<file path="src/rtl/smt_pkg.sv">
// What this block does
// - master bit rate is one third of overflow rate
// - scl high phase twice the low phase
// - scl phases never below one overflow period
// - standard mode: hold 3 clocks, setup low minus 3
// - extended mode: setup 11 clocks, hold 12 clocks
// - setup applies to ack and data bits
// - scl low timeout: reload timer while scl high
// - bus free after over 10 idle periods
// - enabled interface monitors both lines continuously
// - slave inhibit blocks slave interrupts only
// - busy set in transfer, cleared by stop/timeout
// - two-bit select picks one of four overflows
// - pending start fires after free timeout
// - split timer: only high half reloads
package smt_pkg;
    localparam logic [7:0] CFG_ADDR = 8'hc1;
    localparam logic [7:0] CFG_RESET = 8'h00;
    localparam int CFG_ENABLE_BIT = 7;
    localparam int CFG_INHIBIT_BIT = 6;
    localparam int CFG_BUSY_BIT = 5;
    localparam int CFG_EXTEND_BIT = 4;
    localparam int CFG_TOE_BIT = 3;
    localparam int CFG_FTE_BIT = 2;
    localparam int CFG_SRC_HI = 1;
    localparam int CFG_SRC_LO = 0;

    localparam logic [1:0] SRC_TMR0 = 2'h0;
    localparam logic [1:0] SRC_TMR1 = 2'h1;
    localparam logic [1:0] SRC_TMR2_HI = 2'h2;
    localparam logic [1:0] SRC_TMR2_LO = 2'h3;

    // overflow periods per scl phase and bus free idle time
    localparam logic [1:0] START_OVF = 2'h1;
    localparam logic [1:0] LOW_OVF = 2'h1;
    localparam logic [1:0] HIGH_OVF = 2'h2;
    localparam logic [3:0] FREE_OVF = 4'ha;

    // sda timing in core clocks
    localparam logic [3:0] HOLD_STD = 4'h3;
    localparam logic [3:0] HOLD_EXT = 4'hc;
    localparam logic [3:0] SETUP_STD = 4'h1;
    localparam logic [3:0] SETUP_EXT = 4'hb;

    typedef enum logic [4:0] {
        ST_IDLE = 5'b00001,
        ST_START = 5'b00010,
        ST_LOW = 5'b00100,
        ST_HIGH = 5'b01000,
        ST_STOP = 5'b10000
    } smt_state_t;
endpackage : smt_pkg

</file>
<file path="src/rtl/smt_top.sv">
module smt_top import smt_pkg::*; (
    input wire logic clock_i,            // core clock, 125 MHz
    input wire logic resetn_i,           // synchronous reset, active low
    input wire logic [7:0] sfr_addr_i,   // register address
    input wire logic sfr_wr_i,           // register write strobe
    input wire logic [7:0] sfr_wdata_i,  // register write data
    output logic [7:0] sfr_rdata_o,      // register read data, one cycle later
    input wire logic tmr0_ovf_i,         // timer 0 overflow strobe
    input wire logic tmr1_ovf_i,         // timer 1 overflow strobe
    input wire logic tmr2_hi_ovf_i,      // timer 2 high byte overflow strobe
    input wire logic tmr2_lo_ovf_i,      // timer 2 low byte overflow strobe
    input wire logic tmr3_split_i,       // timeout timer runs as two halves
    output logic tmr3_hi_reload_o,       // hold timeout timer high half in reload
    output logic tmr3_lo_reload_o,       // hold timeout timer low half in reload
    input wire logic scl_i,              // scl pin level
    output logic scl_o,                  // scl drive value, always low
    output logic scl_oe_o,               // scl pulled low when high
    input wire logic sda_i,              // sda pin level
    output logic sda_o,                  // sda drive value, always low
    output logic sda_oe_o,               // sda pulled low when high
    input wire logic start_req_i,        // master start pending, level
    input wire logic bit_valid_i,        // next bit to send is ready
    input wire logic bit_data_i,         // next bit value
    input wire logic stop_req_i,         // send stop instead of a bit
    output logic bit_take_o,             // bit taken, pulse
    output logic bit_done_o,             // bit clocked out, pulse
    output logic bit_rx_o,               // sda sampled at scl high
    output logic start_done_o,           // start generated, pulse
    output logic stop_done_o,            // stop generated, pulse
    input wire logic slave_event_i,      // slave engine event
    input wire logic master_event_i,     // master engine event
    output logic slave_irq_o,            // gated slave interrupt
    output logic master_irq_o            // master interrupt
);
    logic [7:0] cfg_ff;
    logic busy_ff;
    logic scl_s1_ff, scl_s2_ff, scl_q_ff;
    logic sda_s1_ff, sda_s2_ff, sda_q_ff;
    smt_state_t state_ff;
    logic [1:0] ocnt_ff;
    logic [3:0] lcnt_ff, scnt_ff, fcnt_ff;
    logic dat_ok_ff, stop_pend_ff, hi_seen_ff, inh_act_ff;
    logic ovf, en, both_high, start_det, stop_det, free_to;
    logic [3:0] hold_c, setup_c;

    assign en = cfg_ff[CFG_ENABLE_BIT];

    always_comb begin
        unique case (cfg_ff[CFG_SRC_HI:CFG_SRC_LO])
            SRC_TMR0: ovf = tmr0_ovf_i;
            SRC_TMR1: ovf = tmr1_ovf_i;
            SRC_TMR2_HI: ovf = tmr2_hi_ovf_i;
            SRC_TMR2_LO: ovf = tmr2_lo_ovf_i;
        endcase
    end

    assign hold_c = cfg_ff[CFG_EXTEND_BIT] ? HOLD_EXT : HOLD_STD;
    assign setup_c = cfg_ff[CFG_EXTEND_BIT] ? SETUP_EXT : SETUP_STD;

    // pins are asynchronous: two flops before anything looks at them
    always_ff @(posedge clock_i) begin
        if (!resetn_i) begin
            scl_s1_ff <= 1'b1;
            scl_s2_ff <= 1'b1;
            scl_q_ff <= 1'b1;
            sda_s1_ff <= 1'b1;
            sda_s2_ff <= 1'b1;
            sda_q_ff <= 1'b1;
        end else begin
            scl_s1_ff <= scl_i;
            scl_s2_ff <= scl_s1_ff;
            scl_q_ff <= scl_s2_ff;
            sda_s1_ff <= sda_i;
            sda_s2_ff <= sda_s1_ff;
            sda_q_ff <= sda_s2_ff;
        end
    end

    assign both_high = scl_s2_ff & sda_s2_ff;
    assign start_det = en & scl_s2_ff & scl_q_ff & sda_q_ff & ~sda_s2_ff;
    assign stop_det = en & scl_s2_ff & scl_q_ff & ~sda_q_ff & sda_s2_ff;
    assign free_to = en & cfg_ff[CFG_FTE_BIT] & both_high & ovf & (fcnt_ff == FREE_OVF);

    // idle-time counter saturates one past the limit so the timeout fires once
    always_ff @(posedge clock_i) begin
        if (!resetn_i || !both_high || !en) begin
            fcnt_ff <= 4'h0;
        end else if (ovf && fcnt_ff != FREE_OVF + 4'h1) begin
            fcnt_ff <= fcnt_ff + 4'h1;
        end
    end

    always_ff @(posedge clock_i) begin
        if (!resetn_i || !en) begin
            busy_ff <= 1'b0;
        end else if (start_det || state_ff != ST_IDLE) begin
            // set wins: an own transfer in flight keeps the bus busy even if a stop is seen
            busy_ff <= 1'b1;
        end else if (stop_det || free_to) begin
            busy_ff <= 1'b0;
        end
    end

    // busy bit is hardware-owned; writes to it are dropped
    always_ff @(posedge clock_i) begin
        if (!resetn_i) begin
            cfg_ff <= CFG_RESET;
        end else if (sfr_wr_i && sfr_addr_i == CFG_ADDR) begin
            cfg_ff <= sfr_wdata_i & ~(8'h01 << CFG_BUSY_BIT);
        end
    end

    always_ff @(posedge clock_i) begin
        if (!resetn_i) begin
            sfr_rdata_o <= 8'h00;
        end else if (sfr_addr_i == CFG_ADDR) begin
            sfr_rdata_o <= cfg_ff | ({7'h00, busy_ff} << CFG_BUSY_BIT);
        end else begin
            sfr_rdata_o <= 8'h00;
        end
    end

    // timeout timer counts only while scl is low
    always_ff @(posedge clock_i) begin
        if (!resetn_i) begin
            tmr3_hi_reload_o <= 1'b0;
            tmr3_lo_reload_o <= 1'b0;
        end else begin
            tmr3_hi_reload_o <= en & cfg_ff[CFG_TOE_BIT] & scl_s2_ff;
            tmr3_lo_reload_o <= en & cfg_ff[CFG_TOE_BIT] & scl_s2_ff & ~tmr3_split_i;
        end
    end

    // inhibit takes hold at the next start so the current transfer finishes
    always_ff @(posedge clock_i) begin
        if (!resetn_i || !en) begin
            inh_act_ff <= 1'b0;
        end else if (start_det) begin
            inh_act_ff <= cfg_ff[CFG_INHIBIT_BIT];
        end
    end

    always_ff @(posedge clock_i) begin
        if (!resetn_i) begin
            slave_irq_o <= 1'b0;
            master_irq_o <= 1'b0;
        end else begin
            slave_irq_o <= en & slave_event_i & ~inh_act_ff;
            master_irq_o <= en & master_event_i;
        end
    end

    always_ff @(posedge clock_i) begin
        if (!resetn_i) begin
            scl_o <= 1'b0;
            sda_o <= 1'b0;
        end else begin
            scl_o <= 1'b0;
            sda_o <= 1'b0;
        end
    end

    // master scl/sda sequencer
    always_ff @(posedge clock_i) begin
        if (!resetn_i || !en) begin
            state_ff <= ST_IDLE;
            scl_oe_o <= 1'b0;
            sda_oe_o <= 1'b0;
            ocnt_ff <= 2'h0;
            lcnt_ff <= 4'h0;
            scnt_ff <= 4'h0;
            dat_ok_ff <= 1'b0;
            stop_pend_ff <= 1'b0;
            hi_seen_ff <= 1'b0;
            bit_take_o <= 1'b0;
            bit_done_o <= 1'b0;
            bit_rx_o <= 1'b0;
            start_done_o <= 1'b0;
            stop_done_o <= 1'b0;
        end else begin
            bit_take_o <= 1'b0;
            bit_done_o <= 1'b0;
            start_done_o <= 1'b0;
            stop_done_o <= 1'b0;
            unique case (state_ff)
                ST_IDLE: begin
                    scl_oe_o <= 1'b0;
                    sda_oe_o <= 1'b0;
                    ocnt_ff <= 2'h0;
                    if (start_req_i && !busy_ff) begin
                        sda_oe_o <= 1'b1;
                        state_ff <= ST_START;
                    end
                end
                ST_START: begin
                    if (ovf && ocnt_ff == START_OVF - 2'h1) begin
                        scl_oe_o <= 1'b1;
                        state_ff <= ST_LOW;
                        ocnt_ff <= 2'h0;
                        lcnt_ff <= 4'h0;
                        dat_ok_ff <= 1'b0;
                        start_done_o <= 1'b1;
                    end else if (ovf) begin
                        ocnt_ff <= ocnt_ff + 2'h1;
                    end
                end
                ST_LOW: begin
                    if (ovf && ocnt_ff != 2'h3) begin
                        ocnt_ff <= ocnt_ff + 2'h1;
                    end
                    if (lcnt_ff != 4'hf) begin
                        lcnt_ff <= lcnt_ff + 4'h1;
                    end
                    if (!dat_ok_ff && lcnt_ff >= hold_c - 4'h1) begin
                        // late data keeps scl low: setup is then setup_c clocks counted from the data change
                        if (bit_valid_i) begin
                            sda_oe_o <= ~bit_data_i;
                            dat_ok_ff <= 1'b1;
                            scnt_ff <= 4'h0;
                            stop_pend_ff <= 1'b0;
                            bit_take_o <= 1'b1;
                        end else if (stop_req_i) begin
                            sda_oe_o <= 1'b1;
                            dat_ok_ff <= 1'b1;
                            scnt_ff <= 4'h0;
                            stop_pend_ff <= 1'b1;
                        end
                    end
                    if (dat_ok_ff) begin
                        if (scnt_ff != 4'hf) begin
                            scnt_ff <= scnt_ff + 4'h1;
                        end
                        if (ocnt_ff >= LOW_OVF && scnt_ff >= setup_c - 4'h1) begin
                            scl_oe_o <= 1'b0;
                            ocnt_ff <= 2'h0;
                            hi_seen_ff <= 1'b0;
                            state_ff <= stop_pend_ff ? ST_STOP : ST_HIGH;
                        end
                    end
                end
                ST_HIGH: begin
                    // high time counts from when scl is really seen high, so stretching is honoured
                    if (!hi_seen_ff) begin
                        if (scl_s2_ff) begin
                            hi_seen_ff <= 1'b1;
                            bit_rx_o <= sda_s2_ff;
                        end
                    end else if (!scl_s2_ff || (ovf && ocnt_ff == HIGH_OVF - 2'h1)) begin
                        scl_oe_o <= 1'b1;
                        state_ff <= ST_LOW;
                        ocnt_ff <= 2'h0;
                        lcnt_ff <= 4'h0;
                        dat_ok_ff <= 1'b0;
                        bit_done_o <= 1'b1;
                    end else if (ovf) begin
                        ocnt_ff <= ocnt_ff + 2'h1;
                    end
                end
                ST_STOP: begin
                    if (!hi_seen_ff) begin
                        hi_seen_ff <= scl_s2_ff;
                    end else if (ovf) begin
                        sda_oe_o <= 1'b0;
                        stop_pend_ff <= 1'b0;
                        state_ff <= ST_IDLE;
                        stop_done_o <= 1'b1;
                    end
                end
            endcase
        end
    end
endmodule : smt_top

</file>
<file path="config.mk">
export PLATFORM = sky130hd
export DESIGN_NAME = smt_top
export DESIGN_NICKNAME = d
export VERILOG_FILES = /design/src/rtl/smt_pkg.sv /design/src/rtl/smt_top.sv
export SDC_FILE = /design/constraint.sdc
export NUM_CORES = 1
export LEC_CHECK = 0
export ABC_CLOCK_PERIOD_IN_PS = 3200
export BUFFER_PORTS_ARGS = -buffer_cell sky130_fd_sc_hd__buf_2
export CORE_MARGIN = 4
export CORE_UTILIZATION = 59
export CTS_CLUSTER_DIAMETER = 30
export DETAILED_ROUTE_END_ITERATION = 12
export GPL_TIMING_DRIVEN = 0
export HOLD_SLACK_MARGIN = 0.03
export PLACE_DENSITY = 0.9
export RECOVER_POWER = 50
export SKIP_CTS_REPAIR_TIMING = 1
export SLEW_MARGIN = 20
export SYNTH_ARGS = -nofsm -noshare
export SYNTH_HDL_FRONTEND = slang
export SYNTH_SLANG_ARGS = --single-unit
</file>
<file path="constraint.sdc">
create_clock -name clock_i -period 3.2 [get_ports clock_i]
set_input_delay 0.16 -clock clock_i [delete_from_list [all_inputs] [get_ports clock_i]]
set_output_delay 0.16 -clock clock_i [all_outputs]
set_load 0.02 [all_outputs]
</file>
== Word-level counts from Yosys, hierarchy flattened ==
Index checks and enable logic that the tools add are counted.

* $lt $le $gt $ge: 3
* Mux-type cells: 63
* Reductions and logical operators: 42
* Equality and inequality tests: 27
* Add/subtract/negate cells: 6
* Bitwise logic cells: 29

{| class="wikitable"
|+ Operators by type and width
! operator !! count
|-
| $mux 5 || 9
|-
| $mux 4 || 11
|-
| $mux 1 || 27
|-
| $pmux 5 s5 || 1
|-
| $ne 2x2->1 const B || 11
|-
| $and 1x1->1 || 17
|-
| $reduce_and 5->1 || 3
|-
| $mux 2 || 7
|-
| $add 4x1->4 const B || 3
|-
| $ne 4x4->1 const B || 3
|-
| $pmux 4 s3 || 1
|-
| $reduce_and 6->1 || 2
|-
| $not 1->1 || 11
|-
| $pmux 1 s3 || 3
|-
| $reduce_bool 3->1 || 3
|-
| $reduce_or 3->1 || 3
|-
| $eq 8x8->1 const B || 1
|-
| $ge 4x4->1 || 2
|-
| $logic_and 1x1->1 || 8
|-
| $or 8x6->8 || 1
|-
| $pmux 1 s4 || 2
|-
| $pmux 2 s4 || 1
|-
| $reduce_and 8->1 || 1
|-
| $sub 4x1->4 const B || 2
|-
| other kinds (21) || 37
|}

* Logic and storage cells: 199
* Bits of input ports: 32
* Register bits: 56

== Longest topological paths before layout ==
* Depth in word-level cells: 7
* Mapped depth: 8
* Gate-level depth less buffers: 8

== Worst setup path after synthesis ==
No wires, ideal clock.

* Path type: reg2reg
* From: reg scnt_ff[1]
* To: reg ocnt_ff[0]
* Data required time: 3.141 ns
* Period minus slack after synthesis: 1.870 ns
* Buffers on the path: 0
* Setup time: 0.059 ns
* Data arrival time: 1.811 ns
* Path slack: 1.330 ns
* Cell stages (with the launch flop): 9
* Path through: dfxtp_1 > inv_1 > ha_1 > nor2b_1 > nor4b_1 > o21ai_2 > o21ai_1 > and3_1 > o32a_1

* Longest elaborated chain between the ends: 5

{| class="wikitable"
|+ Ends and longest elaborated chain
! item !! line !! text
|-
| start: declaration || smt_top.sv:41 || <nowiki>logic [3:0] lcnt_ff, scnt_ff, fcnt_ff;</nowiki>
|-
| start signal: assignment || smt_top.sv:231 || <nowiki>scnt_ff <= scnt_ff + 4'h1;</nowiki>
|-
| $ge 4x4->1 || smt_top.sv:233 || <nowiki>if (ocnt_ff >= LOW_OVF && scnt_ff >= setup_c - 4'h1) begin</nowiki>
|-
| $logic_and 1x1->1 || smt_top.sv:233 ||
|-
| $mux 2 || smt_top.sv:233 ||
|-
| $mux 2 || smt_top.sv:229 || <nowiki>if (dat_ok_ff) begin</nowiki>
|-
| $pmux 2 s4 || smt_top.sv:185 || <nowiki>unique case (state_ff)</nowiki>
|-
| end signal: assignment || smt_top.sv:204 || <nowiki>ocnt_ff <= ocnt_ff + 2'h1;</nowiki>
|-
| end signal: assignment || smt_top.sv:209 || <nowiki>ocnt_ff <= ocnt_ff + 2'h1;</nowiki>
|-
| end signal: assignment || smt_top.sv:256 || <nowiki>ocnt_ff <= ocnt_ff + 2'h1;</nowiki>
|-
| end: declaration || smt_top.sv:40 || <nowiki>logic [1:0] ocnt_ff;</nowiki>
|}

Every way passes these cells.
A chain may end at the register's enable or synchronous reset.

== Worst setup path in the final report ==
* From: in sfr_addr_i[1]
* To: reg cfg_ff[2]

* Longest elaborated chain between the ends: 2

{| class="wikitable"
|+ Ends and longest elaborated chain
! item !! line !! text
|-
| start: declaration || smt_top.sv:4 || <nowiki>input wire logic [7:0] sfr_addr_i,</nowiki>
|-
| $eq 8x8->1 || smt_top.sv:108 || <nowiki>end else if (sfr_wr_i && sfr_addr_i == CFG_ADDR) begin</nowiki>
|-
| $logic_and 1x1->1 || smt_top.sv:108 ||
|-
| end signal: assignment || smt_top.sv:109 || <nowiki>cfg_ff <= sfr_wdata_i & ~(8'h01 << CFG_BUSY_BIT);</nowiki>
|-
| end: declaration || smt_top.sv:35 || <nowiki>logic [7:0] cfg_ff;</nowiki>
|}

Every way passes these cells.

==> flow_summary.yaml <==
status:
  status: "completed"
worst_setup_path:
  startpoint_type: "input port"
  reg2reg_slack_ns: 0.99
  r2r_cells: 6
  crit_type: "input port to register"
  r2r_end: "lcnt_ff[2]"
  end_kind: "register"
  arrival_ns: 2.61
  required_ns: 3.41
  r2r_start: "cfg_ff[1]"
  cp_max_fo: 9
drt:
  ant_nets: 0
  via_per_inst: 5.84
  dr.pass1.iters: 5
  drt_iter0_markers: 150
  met3_wirelength_um: 386
  routed-via-count: 2375
  met2RoutedLength_um: 3070
  drc_errors: 0
  wl_met1_um: 2620
  wl_per_cell_um: 15.3
  highest_layer: "met4"
  drt-total-wl_um: 6220
clock_network:
  cts_tree: "built"
  cts_root_buf: "clkbuf_8"
  clk_pin_slew_ns: 0.10
  clock-sinks: 56
  ctsHtreeMaxLevel: 2
  clkLatencyLatePin_ns: 0.31
  numCtsBuffers: 5
  cts.path.max_buffers: 2
grt:
  grt-ovfl-total: 0
  grt_max_degree: 19
  antenna_found_initial: 0
  grt_pass1_wl_um: 10100
  grtUsageTotal: 0.232
  grt_pass1_vias: 2221
place:
  dp_slack_ns: 0.941
  port_buffers: 49
  gp_congestion: 0.872
  dp_hpwl_um: 4530
  placed_area_mm2: 0.00297
synthesis:
  yosysUniqueCellTypes: 60
  syn_area_mm2: 0.00265
  synth_top_cell_area_share: 0.422
  ys_ff_latch: 56
  ys_seq_area_frac: 0.422
  synth_warnings: 0
  netlist_instances: 294
  avgSynthCellArea_um2: 9.03
  async_flop_share: 0
  synth_top_area_cell: "dfxtp_1"
  synth-main-ff-cell: "dfxtp_1"
  synth_area_leaders: "dfxtp_1 (42%), ha_1 (5.7%), mux2i_1 (3.8%)"
  synth_edf_count: 0
cells_and_area:
  drive_gt1_frac: 0.138
  syn2layout_area_growth_pct: 15.1
  final_cell_area_mm2: 0.00305
  num_antenna_cells: 0
  final_net_count: 398
  layout_common_cells: "dfxtp_1 (56), buf_2 (31), clkbuf_1 (29)"
  mostFrequentLayoutCell: "dfxtp_1"
sta:
  hold_viol_final: 0
  fin_setup_tns_ns: 0
  rsz0062_at_grt: "no"
  worstMarginPinSlew_ns: 1.18
  setup_viol: 0
  period_share: 0.751
  finalWorstSetupSlack_ns: 0.796
  max_freq_mhz: 416
  clock-skew-final_ns: 0.00711
  whs_ns: 0.0624
  slew_headroom: 0.205
  min_period_ns: 2.40
  slew_violations: 0
run:
  drv_cap: 0
hold_path:
  hold_path_class: "input port to register"
  hp-start: "resetn_i"
  whs_endpoint: "sda_q_ff"
  min_path_cells: 2
die:
  die_h_um: 75.1
  chipWidth_um: 75.1
  ios: 53
  row_count: 24
  core_mm2: 0.00435
  start_util: 0.609
  die_area_mm2: 0.00563
pwr:
  power_density_mw_per_mm2: 374
  vdd_drop_max_mv: 0.229
  p_leak_nw: 1.27
power breakdown:
part / leakage, nW / switching, mW / internal (mW)
Sequential: 0.452 / 0.00160 / 0.699
Clock: 0.0445 / 0.235 / 0.156
Combinational: 0.770 / 0.0238 / 0.0263
flip-flops by register name (all words and copies together), names as in the netlist, 2 cells and up:
| signal | count |
|---|---|
| state_ff | 5 |
| lcnt_ff | 4 |
| cfg_ff | 7 |
| scnt_ff | 4 |
| sfr_rdata_o | 8 |
| fcnt_ff | 4 |
| ocnt_ff | 2 |
critical path, cell delays in order:
cell and delay [ns]:
buf_2 0.09, or4b_1 0.51, nor4_1 0.91, nand2_1 0.54, mux2i_1 0.32, nor2b_1 0.08
area by class of cell:
type                            instances  area (um2)
Clock buffer                            5        68.8
Tap cell                               52        65.1
Fill cell                             348        1300
Buffer                                 14        62.6
Multi-Input combinational cell        213        1420
Clock inverter                          3        21.3
Inverter                               12        45.0
Timing Repair Buffer                   52         250
Sequential cell                        56        1120
Yosys cell counts (all sizes together) (2+ instances only):
master	count
a31oi	6
o31ai	2
nor3	12
o211ai	2
inv	12
nor2	22
xnor2	2
buf	5
or4	2
a21oi	16
nor3b	3
nand4	3
ha	12
and3	13
nor4	3
o21ai	13
clkbuf	9
dfxtp	56
nand2	20
nand2b	9
and3b	2
nand3	14
and2	3
a211oi	7
a32oi	2
mux2i	10
a21o	2
nor2b	10
cell families after synthesis:
| family | Yosys count | share of synthesized area |
|---|---|---|
| and+or+nand+nor | 121 | 0.255 |
| AOI/OAI and AO/OA | 63 | 0.164 |
| DFF | 56 | 0.422 |
| buffers and inverters | 26 | 0.0405 |
| adders and majority gates | 12 | 0.0566 |
| muxes | 12 | 0.0504 |
| xor gates and xnor gates | 3 | 0.00990 |
| other | 1 | 0.00141 |
stage by stage:
stage	cells	power (mW)	util
6_report	407	1.14	0.701
5_1_grt	407	1.19	0.701
4_1_cts	404	1.15	0.702
3_5_place_dp	396	0.765	0.682
3_3_place_gp	396	0.763	0.682
2_1_floorplan	295	0.740	-
worst max-delay path by stage:
stage	endpoint	from	slack, ns	depth (start not counted)
after floorplan	ocnt_ff[0]	scnt_ff[1]	1.33	8
after global placement	cfg_ff[0]	sfr_addr_i[1]	1.07	6
after detailed placement	cfg_ff[2]	sfr_addr_i[1]	0.94	6
after CTS	lcnt_ff[2]	cfg_ff[0]	1.05	6
after global routing	cfg_ff[2]	sfr_addr_i[1]	0.60	6
final	cfg_ff[2]	sfr_addr_i[1]	0.80	6
layer usage:
layer  track usage  vias to the layer above
met3        0.0347                       11
met1         0.287                     1106
met2         0.395                       74
met5             0                        -
li1              -                     1184
met4         0.111                        0
Power figures use the tool's default switching activity.
